## src/rtl/tmoc_cfg.svh

```systemverilog
// Register map, field positions, reset values and fixed TOP values
`ifndef TMOC_CFG_SVH
`define TMOC_CFG_SVH
`define TMOC_CH_NUM        3
`define TMOC_OFF_CTRL      8'h00
`define TMOC_OFF_FORCE     8'h04
`define TMOC_OFF_IRQEN     8'h08
`define TMOC_OFF_FLAGS     8'h0c
`define TMOC_OFF_CNT_L     8'h10
`define TMOC_OFF_CNT_H     8'h14
`define TMOC_OFF_CMP_L0    8'h18
`define TMOC_OFF_CMP_H0    8'h1c
`define TMOC_CMP_STRIDE    8'h08
`define TMOC_OFF_PORT      8'h30
`define TMOC_OFF_STATUS    8'h34
`define TMOC_CTRL_MODE_LSB 8
`define TMOC_FLAG_OVF_BIT  3
`define TMOC_PORT_DIR_LSB  4
`define TMOC_RST_BYTE      8'h00
`define TMOC_RST_WORD      16'h0000
`define TMOC_MAX_VAL       16'hffff
`define TMOC_TOP_8BIT      16'h00ff
`define TMOC_TOP_9BIT      16'h01ff
`define TMOC_TOP_10BIT     16'h03ff
`endif

```

## src/rtl/tmoc_pkg.sv

```systemverilog
// Types shared by the timer output compare block
package tmoc_pkg;
  typedef logic [15:0] tmoc_word_t;
  // Counting behaviour class decoded from the waveform mode
  typedef enum logic [1:0] {
    TMOC_NORMAL,
    TMOC_CTC,
    TMOC_PWM_TOP,
    TMOC_PWM_BOT
  } tmoc_mode_e;
  // Per-channel control carried together
  typedef struct packed {
    logic [1:0] action;
    logic       irq_en;
    logic       port_val;
    logic       port_dir;
  } tmoc_chan_s;
endpackage

```

## src/rtl/tmoc_top.sv

```systemverilog
// 16-bit timer counter with three output compare channels and APB access
`timescale 1ns/1ps
`include "tmoc_cfg.svh"
// Summary of operation
// - Continuous 16-bit compare per channel
// - Match sets flag next timer tick
// - Enabled flag requests interrupt, ack clears
// - Writing one clears match flag
// - Channel A may define counter TOP
// - Double buffering only in PWM modes
// - Buffer loads active at TOP/BOTTOM
// - CPU reaches buffer or active register
// - Compare high byte read directly
// - High to staging, low loads all
// - Force strobe acts without flag, outside PWM modes
// - Counter write blocks next tick's matches
// - Output bit survives mode change
// - Action bits take effect immediately
// - Reset clears output bits
// - Nonzero action overrides port value
// - Action zero leaves output alone
// - Action bits never alter counting
// - Normal mode wraps 0xffff to 0
// - Overflow flag set at wrap
// - CPU counter write beats counting
module tmoc_top
  import tmoc_pkg::*;
(
  input  wire logic        I_CLOCK,
  input  wire logic        I_ARST_N,
  input  wire logic        I_TIMER_TICK,
  input  wire logic        I_PSEL,
  input  wire logic        I_PENABLE,
  input  wire logic        I_PWRITE,
  input  wire logic [7:0]  I_PADDR,
  input  wire logic [31:0] I_PWDATA,
  input  wire logic [2:0]  I_IRQ_ACK_CMP,
  input  wire logic        I_IRQ_ACK_OVF,
  output logic      [31:0] O_PRDATA,
  output logic             O_PREADY,
  output logic             O_PSLVERR,
  output logic      [2:0]  O_IRQ_CMP,
  output logic             O_IRQ_OVF,
  output logic      [2:0]  O_PIN_OUT,
  output logic      [2:0]  O_PIN_OE
);

  localparam int NCH = `TMOC_CH_NUM;

  // Bus phase decode
  logic             setup_rd;      // Read setup cycle
  logic             acc_wr;        // Write access cycle
  logic [7:0]       wbyte;         // Written data byte
  logic             hit;           // Address is mapped
  logic [31:0]      rdata_d;       // Read mux
  logic [31:0]      rdata_q;       // Read data held for access
  // Timer state
  tmoc_word_t       cnt_q;         // counter_value
  logic [7:0]       temp_q;        // Shared staging byte
  logic             blk_q;         // Match block after counter write
  logic [3:0]       mode_q;        // waveform_mode_select
  tmoc_mode_e       mclass;        // Decoded counting class
  tmoc_word_t       top_v;         // Current TOP
  logic             dbuf;          // Double buffering active
  logic             cnt_wr;        // CPU writes counter low byte
  logic             wrap;          // Counter goes TOP to BOTTOM
  logic             ovf_q;         // overflow_flag
  logic             ovf_en_q;      // Overflow interrupt enable
  tmoc_chan_s [2:0] ch_q;          // Per-channel control
  tmoc_word_t [2:0] ocr_q;         // Active compare_value_reg
  tmoc_word_t [2:0] buf_q;         // Compare buffer registers
  logic [2:0]       flag_q;        // compare_match_flag
  logic [2:0]       oc_q;          // compare_output_bit
  logic [2:0]       match;         // Qualified match this tick
  logic [2:0]       force_p;       // force_compare_strobe pulse
  logic [2:0]       eq;            // Raw comparator outputs

  // Waveform mode to counting class
  function automatic tmoc_mode_e mode_class(input logic [3:0] m);
    case (m)
      4'h0:                      mode_class = TMOC_NORMAL;
      4'h4, 4'hc:                mode_class = TMOC_CTC;
      4'h5, 4'h6, 4'h7, 4'he, 4'hf: mode_class = TMOC_PWM_TOP;
      default:                   mode_class = TMOC_PWM_BOT;
    endcase
  endfunction

  assign mclass = mode_class(mode_q);
  assign dbuf   = (mclass == TMOC_PWM_TOP) || (mclass == TMOC_PWM_BOT);

  always_comb begin
    case (mode_q)
      4'h1, 4'h5:               top_v = `TMOC_TOP_8BIT;
      4'h2, 4'h6:               top_v = `TMOC_TOP_9BIT;
      4'h3, 4'h7:               top_v = `TMOC_TOP_10BIT;
      4'h4, 4'h9, 4'hb, 4'hf:   top_v = ocr_q[0];
      default:                  top_v = `TMOC_MAX_VAL;
    endcase
  end

  // Bus phases; writes act in access, read data sampled in setup
  assign setup_rd = I_PSEL && !I_PENABLE && !I_PWRITE;
  assign acc_wr   = I_PSEL && I_PENABLE && I_PWRITE && hit;
  assign wbyte    = I_PWDATA[7:0];
  assign cnt_wr   = acc_wr && (I_PADDR == `TMOC_OFF_CNT_L);
  // Normal mode wraps at MAX; all other modes wrap at TOP only
  assign wrap     = (mclass == TMOC_NORMAL) ? (cnt_q == `TMOC_MAX_VAL)
                  : (cnt_q == top_v);

  // Address decode and read mux
  always_comb begin
    hit     = 1'b1;
    rdata_d = 32'h0000_0000;
    case (I_PADDR)
      `TMOC_OFF_CTRL: begin
        rdata_d = {20'h00000, mode_q, 2'b00, ch_q[2].action,
                   ch_q[1].action, ch_q[0].action};
      end
      `TMOC_OFF_FORCE: rdata_d = 32'h0000_0000;
      `TMOC_OFF_IRQEN: begin
        rdata_d = {28'h0000000, ovf_en_q, ch_q[2].irq_en,
                   ch_q[1].irq_en, ch_q[0].irq_en};
      end
      `TMOC_OFF_FLAGS:  rdata_d = {28'h0000000, ovf_q, flag_q};
      `TMOC_OFF_CNT_L:  rdata_d = {24'h000000, cnt_q[7:0]};
      // High counter byte always comes from staging
      `TMOC_OFF_CNT_H:  rdata_d = {24'h000000, temp_q};
      8'h18: rdata_d = {24'h000000, dbuf ? buf_q[0][7:0] : ocr_q[0][7:0]};
      8'h1c: rdata_d = {24'h000000, dbuf ? buf_q[0][15:8] : ocr_q[0][15:8]};
      8'h20: rdata_d = {24'h000000, dbuf ? buf_q[1][7:0] : ocr_q[1][7:0]};
      8'h24: rdata_d = {24'h000000, dbuf ? buf_q[1][15:8] : ocr_q[1][15:8]};
      8'h28: rdata_d = {24'h000000, dbuf ? buf_q[2][7:0] : ocr_q[2][7:0]};
      8'h2c: rdata_d = {24'h000000, dbuf ? buf_q[2][15:8] : ocr_q[2][15:8]};
      `TMOC_OFF_PORT: begin
        rdata_d = {25'h0000000, ch_q[2].port_dir, ch_q[1].port_dir,
                   ch_q[0].port_dir, 1'b0, ch_q[2].port_val,
                   ch_q[1].port_val, ch_q[0].port_val};
      end
      `TMOC_OFF_STATUS: rdata_d = {29'h00000000, oc_q};
      default: begin
        hit     = 1'b0;
        rdata_d = 32'h0000_0000;
      end
    endcase
  end

  // Zero-wait slave; unmapped access answers with an error
  assign O_PREADY  = 1'b1;
  assign O_PSLVERR = I_PSEL && I_PENABLE && !hit;
  assign O_PRDATA  = rdata_q;

  // Read data captured in setup so the answer comes from a flop
  always_ff @(posedge I_CLOCK or negedge I_ARST_N) begin
    if (!I_ARST_N) begin
      rdata_q <= 32'h0000_0000;
    end else if (setup_rd) begin
      rdata_q <= rdata_d;
    end
  end

  // Shared staging byte: high writes fill it, low counter read loads it
  always_ff @(posedge I_CLOCK or negedge I_ARST_N) begin
    if (!I_ARST_N) begin
      temp_q <= `TMOC_RST_BYTE;
    end else if (acc_wr && (I_PADDR == `TMOC_OFF_CNT_H ||
                            I_PADDR == 8'h1c || I_PADDR == 8'h24 ||
                            I_PADDR == 8'h2c)) begin
      temp_q <= wbyte;
    end else if (setup_rd && I_PADDR == `TMOC_OFF_CNT_L) begin
      temp_q <= cnt_q[15:8];
    end
  end

  // Control: mode, actions, enables, port bits
  always_ff @(posedge I_CLOCK or negedge I_ARST_N) begin
    if (!I_ARST_N) begin
      mode_q   <= 4'h0;
      ovf_en_q <= 1'b0;
      ch_q     <= '0;
    end else if (acc_wr) begin
      case (I_PADDR)
        `TMOC_OFF_CTRL: begin
          mode_q          <= I_PWDATA[`TMOC_CTRL_MODE_LSB +: 4];
          ch_q[0].action  <= I_PWDATA[1:0];
          ch_q[1].action  <= I_PWDATA[3:2];
          ch_q[2].action  <= I_PWDATA[5:4];
        end
        `TMOC_OFF_IRQEN: begin
          ch_q[0].irq_en <= I_PWDATA[0];
          ch_q[1].irq_en <= I_PWDATA[1];
          ch_q[2].irq_en <= I_PWDATA[2];
          ovf_en_q       <= I_PWDATA[`TMOC_FLAG_OVF_BIT];
        end
        `TMOC_OFF_PORT: begin
          ch_q[0].port_val <= I_PWDATA[0];
          ch_q[1].port_val <= I_PWDATA[1];
          ch_q[2].port_val <= I_PWDATA[2];
          ch_q[0].port_dir <= I_PWDATA[`TMOC_PORT_DIR_LSB];
          ch_q[1].port_dir <= I_PWDATA[`TMOC_PORT_DIR_LSB + 1];
          ch_q[2].port_dir <= I_PWDATA[`TMOC_PORT_DIR_LSB + 2];
        end
        default: ;
      endcase
    end
  end

  // Counter; CPU write wins over clear and count
  always_ff @(posedge I_CLOCK or negedge I_ARST_N) begin
    if (!I_ARST_N) begin
      cnt_q <= `TMOC_RST_WORD;
    end else if (cnt_wr) begin
      cnt_q <= {temp_q, wbyte};
    end else if (I_TIMER_TICK) begin
      if (wrap) begin
        cnt_q <= `TMOC_RST_WORD;
      end else begin
        cnt_q <= cnt_q + 16'h0001;
      end
    end
  end

  // Match block armed by a counter write, consumed by next tick
  always_ff @(posedge I_CLOCK or negedge I_ARST_N) begin
    if (!I_ARST_N) begin
      blk_q <= 1'b0;
    end else if (cnt_wr) begin
      blk_q <= 1'b1;
    end else if (I_TIMER_TICK) begin
      blk_q <= 1'b0;
    end
  end

  // Overflow flag; set wins over software and ack clear
  always_ff @(posedge I_CLOCK or negedge I_ARST_N) begin
    if (!I_ARST_N) begin
      ovf_q <= 1'b0;
    end else begin
      if (I_TIMER_TICK && !cnt_wr && wrap) begin
        ovf_q <= 1'b1;
      end else if (I_IRQ_ACK_OVF || (acc_wr &&
               I_PADDR == `TMOC_OFF_FLAGS &&
               I_PWDATA[`TMOC_FLAG_OVF_BIT])) begin
        ovf_q <= 1'b0;
      end
    end
  end

  assign O_IRQ_OVF = ovf_q && ovf_en_q;

  // Per-channel compare, flag and waveform logic
  for (genvar i = 0; i < NCH; i++) begin : g_ch
    logic [7:0] off_l;              // Low byte offset of channel
    logic       wr_l;               // Low byte write strobe
    logic       act_nz;             // Channel drives its pin
    assign off_l = `TMOC_OFF_CMP_L0 + 8'(i) * `TMOC_CMP_STRIDE;
    assign wr_l  = acc_wr && (I_PADDR == off_l);
    assign act_nz = |ch_q[i].action;

    assign eq[i]      = (cnt_q == ocr_q[i]);
    assign match[i]   = I_TIMER_TICK && eq[i] && !blk_q;
    assign force_p[i] = acc_wr && (I_PADDR == `TMOC_OFF_FORCE) &&
                        I_PWDATA[i] && !dbuf;

    // Buffer takes CPU writes while buffering is active
    always_ff @(posedge I_CLOCK or negedge I_ARST_N) begin
      if (!I_ARST_N) begin
        buf_q[i] <= `TMOC_RST_WORD;
      end else if (wr_l && dbuf) begin
        buf_q[i] <= {temp_q, wbyte};
      end
    end

    // Active compare: direct write or buffered load
    always_ff @(posedge I_CLOCK or negedge I_ARST_N) begin
      if (!I_ARST_N) begin
        ocr_q[i] <= `TMOC_RST_WORD;
      end else if (wr_l && !dbuf) begin
        ocr_q[i] <= {temp_q, wbyte};
      end else if (dbuf && I_TIMER_TICK && !cnt_wr &&
                   ((mclass == TMOC_PWM_TOP) ? wrap
                    : (cnt_q == `TMOC_RST_WORD))) begin
        ocr_q[i] <= buf_q[i];
      end
    end

    // Match flag; hardware set wins over clear
    always_ff @(posedge I_CLOCK or negedge I_ARST_N) begin
      if (!I_ARST_N) begin
        flag_q[i] <= 1'b0;
      end else if (match[i]) begin
        flag_q[i] <= 1'b1;
      end else if (I_IRQ_ACK_CMP[i] || (acc_wr &&
               I_PADDR == `TMOC_OFF_FLAGS && I_PWDATA[i])) begin
        flag_q[i] <= 1'b0;
      end
    end

    assign O_IRQ_CMP[i] = flag_q[i] && ch_q[i].irq_en;

    always_ff @(posedge I_CLOCK or negedge I_ARST_N) begin
      if (!I_ARST_N) begin
        oc_q[i] <= 1'b0;
      end else if (!dbuf) begin
        if (match[i] || force_p[i]) begin
          case (ch_q[i].action)
            2'b01:   oc_q[i] <= !oc_q[i];
            2'b10:   oc_q[i] <= 1'b0;
            2'b11:   oc_q[i] <= 1'b1;
            default: oc_q[i] <= oc_q[i];
          endcase
        end
      end else if (I_TIMER_TICK && !cnt_wr && wrap &&
                   ch_q[i].action[1]) begin
        // Period start: non-inverted sets, inverted clears
        oc_q[i] <= !ch_q[i].action[0];
      end else if (match[i] && ch_q[i].action[1]) begin
        oc_q[i] <= ch_q[i].action[0];
      end
    end

    assign O_PIN_OUT[i] = act_nz ? oc_q[i] : ch_q[i].port_val;
    assign O_PIN_OE[i]  = ch_q[i].port_dir;
  end
endmodule

```

## config.mk

```make
export PLATFORM = sky130hd
export DESIGN_NAME = tmoc_top
export DESIGN_NICKNAME = d
export VERILOG_FILES = /design/src/rtl/tmoc_pkg.sv /design/src/rtl/tmoc_top.sv
export VERILOG_INCLUDE_DIRS = /design/src /design/src/rtl
export SDC_FILE = /design/constraint.sdc
export NUM_CORES = 1
export LEC_CHECK = 0
export ABC_CLOCK_PERIOD_IN_PS = 4700
export BUFFER_PORTS_ARGS = -buffer_cell sky130_fd_sc_hd__buf_2
export CORE_AREA = 2 2 134 136
export CTS_CLUSTER_SIZE = 30
export DETAILED_ROUTE_END_ITERATION = 10
export DIE_AREA = 0 0 136 138
export GPL_ROUTABILITY_DRIVEN = 0
export GPL_TIMING_DRIVEN = 0
export MAX_ROUTING_LAYER = met4
export PLACE_DENSITY_LB_ADDON = 0.08
export RECOVER_POWER = 100
export SETUP_SLACK_MARGIN = 0.1
export SLEW_MARGIN = 20
export SYNTH_ARGS = -nofsm -noshare
export SYNTH_HDL_FRONTEND = slang
export SYNTH_SLANG_ARGS = --single-unit
```

## constraint.sdc

```tcl
create_clock -name I_CLOCK -period 4.7 [get_ports I_CLOCK]
set_clock_uncertainty 0.2 [all_clocks]
set_input_delay 0.235 -clock I_CLOCK [delete_from_list [all_inputs] [get_ports I_CLOCK]]
set_output_delay 0.235 -clock I_CLOCK [all_outputs]
set_load 0.005 [all_outputs]
```

==> flow_metrics.env <==
export IMPL_dp_hpwl_mm=26.5
export IMPL_synth_edf_count=0
export IMPL_area_growth_pct=12.6
export IMPL_fin_util_pct=65.8
export IMPL_htreeDepth=4
export IMPL_clk_latency_ps=440
export IMPL_synth_compound_area_share_pct=21.6
export IMPL_min_delay_start="I_PWDATA[7]"
export IMPL_synthDistinctLibCells=74
export IMPL_drt_initial_drc_count=1323
export IMPL_worstPathArrival_ps=4650
export IMPL_syn_area_per_cell_sq_um=8.77
export IMPL_yosys_area_share_adder_pct=0.610
export IMPL_rsz0062_at_grt="no"
export IMPL_viasPerCell=6.83
export IMPL_ant_nets=0
export IMPL_tightest_slew_ps=2960
export IMPL_async_reset_ff_share_pct=100
export IMPL_grt_ovfl_total=0
export IMPL_crit_type="flip-flop to flip-flop"
export IMPL_setup_viol=0
export IMPL_first_pass_iters=6
export IMPL_hold_violations=0
export IMPL_yosysMostFrequentCell="dfrtp_1"
export IMPL_synth_xor_area_share_pct=3.42
export IMPL_critPathRequiredTime_ps=4820
export IMPL_p_switching_mw=1.06
export IMPL_p_clk_share_pct=39.7
export IMPL_post_drt_wl_per_cell_microns=25.4
export IMPL_violations="capacitance limit, slew limit"
export IMPL_multiInputGateArea_sq_um=5600
export IMPL_synth_area_top_cells="dfrtp_1 39%, mux2_2 6.0%, nand2_1 5.1%, o21ai_0 4.3%, nor2_1 3.2%"
export IMPL_leakagePower_nw=4.98
export IMPL_grt_usage_pct=42.0
export IMPL_status="complete, but fails checks"
export IMPL_sequentialPowerShare_pct=41.6
export IMPL_synthCells=1169
export IMPL_final_min_clock_period_ps=4540
export IMPL_fillers=1568
export IMPL_max_slew_margin_pct=-97.4
export IMPL_cts_tree="built"
export IMPL_p_int_mw=2.42
export IMPL_max_clock_freq_ghz=0.220
export IMPL_fin_cells=1509
export IMPL_tns_ps=0
export IMPL_cpPeakStageDelay_ps=470
export IMPL_ff2ff_path_depth=14
export IMPL_yosys_top_cells_count="160 x dfrtp_1, 138 x nand2_1, 88 x nor2_1, 88 x o21ai_0, 61 x clkbuf_1"
export IMPL_cp_slowest_cell="or3_1"
export IMPL_drive_gt1_share_pct=14.7
export IMPL_path_delay_family="simple AND/OR/NAND/NOR gates"
export IMPL_ir_worst_vdd_mv=0.269
export IMPL_yosysSeqAreaShare_pct=39.0
export IMPL_worstSetupEndpointType="flip-flop"
export IMPL_fp_dieH_microns=138
export IMPL_synth_simple_area_share_pct=19.2
export IMPL_hold_path_class="input port to flip-flop"
export IMPL_grt_first_pass_wirelength_mm=57.2
export IMPL_r2r_start="mode_q[0]"
export IMPL_cts_root_buffer="clkbuf_16"
export IMPL_syn_area_sq_um=10300
export IMPL_fin_crit_sh_pct=96.5
export IMPL_grt_max_degree=63
export IMPL_startpoint_type="flip-flop"
export IMPL_yosysWarnings=0
export IMPL_core_area_sq_um=17500
export IMPL_worst_path_stages=14
export IMPL_clk_pin_slew_worst_paths_ps=70
export IMPL_die_w_microns=136
export IMPL_synth_top_area_share_pct=39.0
export IMPL_drt_total_wl_mm=38.3
export IMPL_place_port_buffers=47
export IMPL_synthMuxAreaShare_pct=9.07
export IMPL_cts_path_max_buffers=2
export IMPL_ys_ff_latch=160
export IMPL_die_area_sq_um=18800
export IMPL_cp_cell_sequence="clkbuf_1, nor2_1, ha_1, nor2b_1, o21ba_1, nor2_1, nor4_1, o31ai_1, or3_1, clkbuf_1, or3_1, buf_2, buf_6, o221a_1"
export IMPL_hold_path_depth=3
export IMPL_power_frac_comb_pct=18.7
export IMPL_path_buf_inv=4
export IMPL_cellPowerDensity_nw_per_um2=301
export IMPL_final_max_slew_viol_count=51
export IMPL_sw_frac_of_total_pct=30.4
export IMPL_cts_buffers=17
export IMPL_vias=10304
export IMPL_first_global_vias=9531
export IMPL_cp_max_fo=10
export IMPL_crit_start="mode_q[0]"
export IMPL_synth_area_leader_cell="dfrtp_1"
export IMPL_synth_top_family_by_area="compound AO/OA/AOI/OAI gates"
export IMPL_drv_cap=1
export IMPL_clock_sinks=160
export IMPL_rows=49
export IMPL_ioPinCount=94
export IMPL_final_nets=1322
export IMPL_drc=0
export IMPL_placed_cells=1466
export IMPL_seq_area_sq_um=4000
export IMPL_antenna_found_initial=2
export IMPL_start_util_pct=58.5
export IMPL_synth_top_flop_cell="dfrtp_1"
[state kept, by name (all words and copies together) (netlist names)]
name / cells
O_PIN_OE: 3
O_PRDATA: 12
blk_q: 1
buf_q: 48
ch_q: 12
cnt_q: 16
flag_q: 3
mode_q: 4
oc_q: 3
ocr_q: 48
ovf_en_q: 1
ovf_q: 1
temp_q: 8
[cell type report]
| type | count | area share, % |
|---|---|---|
| Timing Repair Buffer | 60 | 3.19 |
| Sequential cell | 160 | 34.7 |
| Tap cell | 229 | 2.48 |
| Inverter | 42 | 1.37 |
| Antenna cell | 2 | 0.0434 |
| Clock buffer | 20 | 3.87 |
| Multi-Input combinational cell | 872 | 48.5 |
| Buffer | 114 | 4.91 |
| Clock inverter | 10 | 0.976 |
[cell usage in the layout, fill, tap and decap left out, types with 12 or more instances in the layout]
| cell type | n |
|---|---|
| dfrtp_1 | 160 |
| nand2_1 | 138 |
| o21ai_0 | 89 |
| nor2_1 | 88 |
| clkbuf_1 | 75 |
| mux2_2 | 55 |
| buf_2 | 51 |
| nand3_1 | 42 |
| a21oi_1 | 41 |
| inv_1 | 40 |
| mux2i_1 | 31 |
| nor4_1 | 27 |
| buf_4 | 27 |
| o221a_1 | 25 |
| a22oi_1 | 25 |
| or3_1 | 25 |
| xor2_1 | 21 |
| conb_1 | 21 |
| xnor2_1 | 19 |
| o22ai_1 | 17 |
| clkbuf_16 | 17 |
| nor2b_1 | 15 |
| nor3_1 | 14 |
| a211oi_1 | 14 |
| o31ai_1 | 13 |
| nand4_1 | 12 |
[worst paths after layout]
kind	to	slack [ps]
worst max register to register	ocr_q[25]	160
worst min register to register	O_PRDATA[9]	270
worst min-delay path	buf_q[7]	10
max in group asynchronous	ocr_q[24]	960
min in group asynchronous	O_PRDATA[10]	1100
worst max-delay path	ocr_q[25]	160
[per-layer routing]
metal / wire length, microns / GRT usage [%]
met1: 14200 / 54.5
met5: 0 / -
met3: 4610 / 8.87
met2: 16600 / 59.3
met4: 3000 / 27.1
[power by group through the flow]
stage	Sequential, mW	Combinational (mW)	Clock, mW
3_5_place_dp	1.47	0.616	0
2_1_floorplan	1.46	0.389	0
3_3_place_gp	1.47	0.606	0
4_1_cts	1.44	0.627	1.36
6_report	1.44	0.651	1.38
5_1_grt	1.45	0.686	1.42
[logic make-up after synthesis]
family,Yosys count
DFF,160
AOI/OAI and AO/OA,314
xor gates and xnor gates,40
buffers and inverters,156
and+or+nand+nor,406
other,2
muxes,86
adders and majority gates,5
[through the flow]
stage | hold WS [ps] | instance area [sq um] | setup WS [ps] | total power, mW
after global placement | 242 | 10800 | 392 | 2.07
final | 14.5 | 11500 | 165 | 3.47
after global routing | 48.8 | 11500 | 122 | 3.56
after CTS | 7.32 | 11600 | 303 | 3.43
after floorplan | -261 | 10300 | 1050 | 1.85
after detailed placement | -30.7 | 10900 | 359 | 2.08
[worst min-delay path, cell delays in order]
cell and delay [ps]:
buf_2 200, nand2_1 90, o21ai_0 70
[repair_timing]
action / CTS / global route
buffers inserted: 0 / 1
endpoints found under the hold margin: 107 / 0
resized for setup: 0 / 4
endpoints found under the setup margin: 0 / 32
hold buffers: 10 / 0
(Power assumes the default switching activity.)
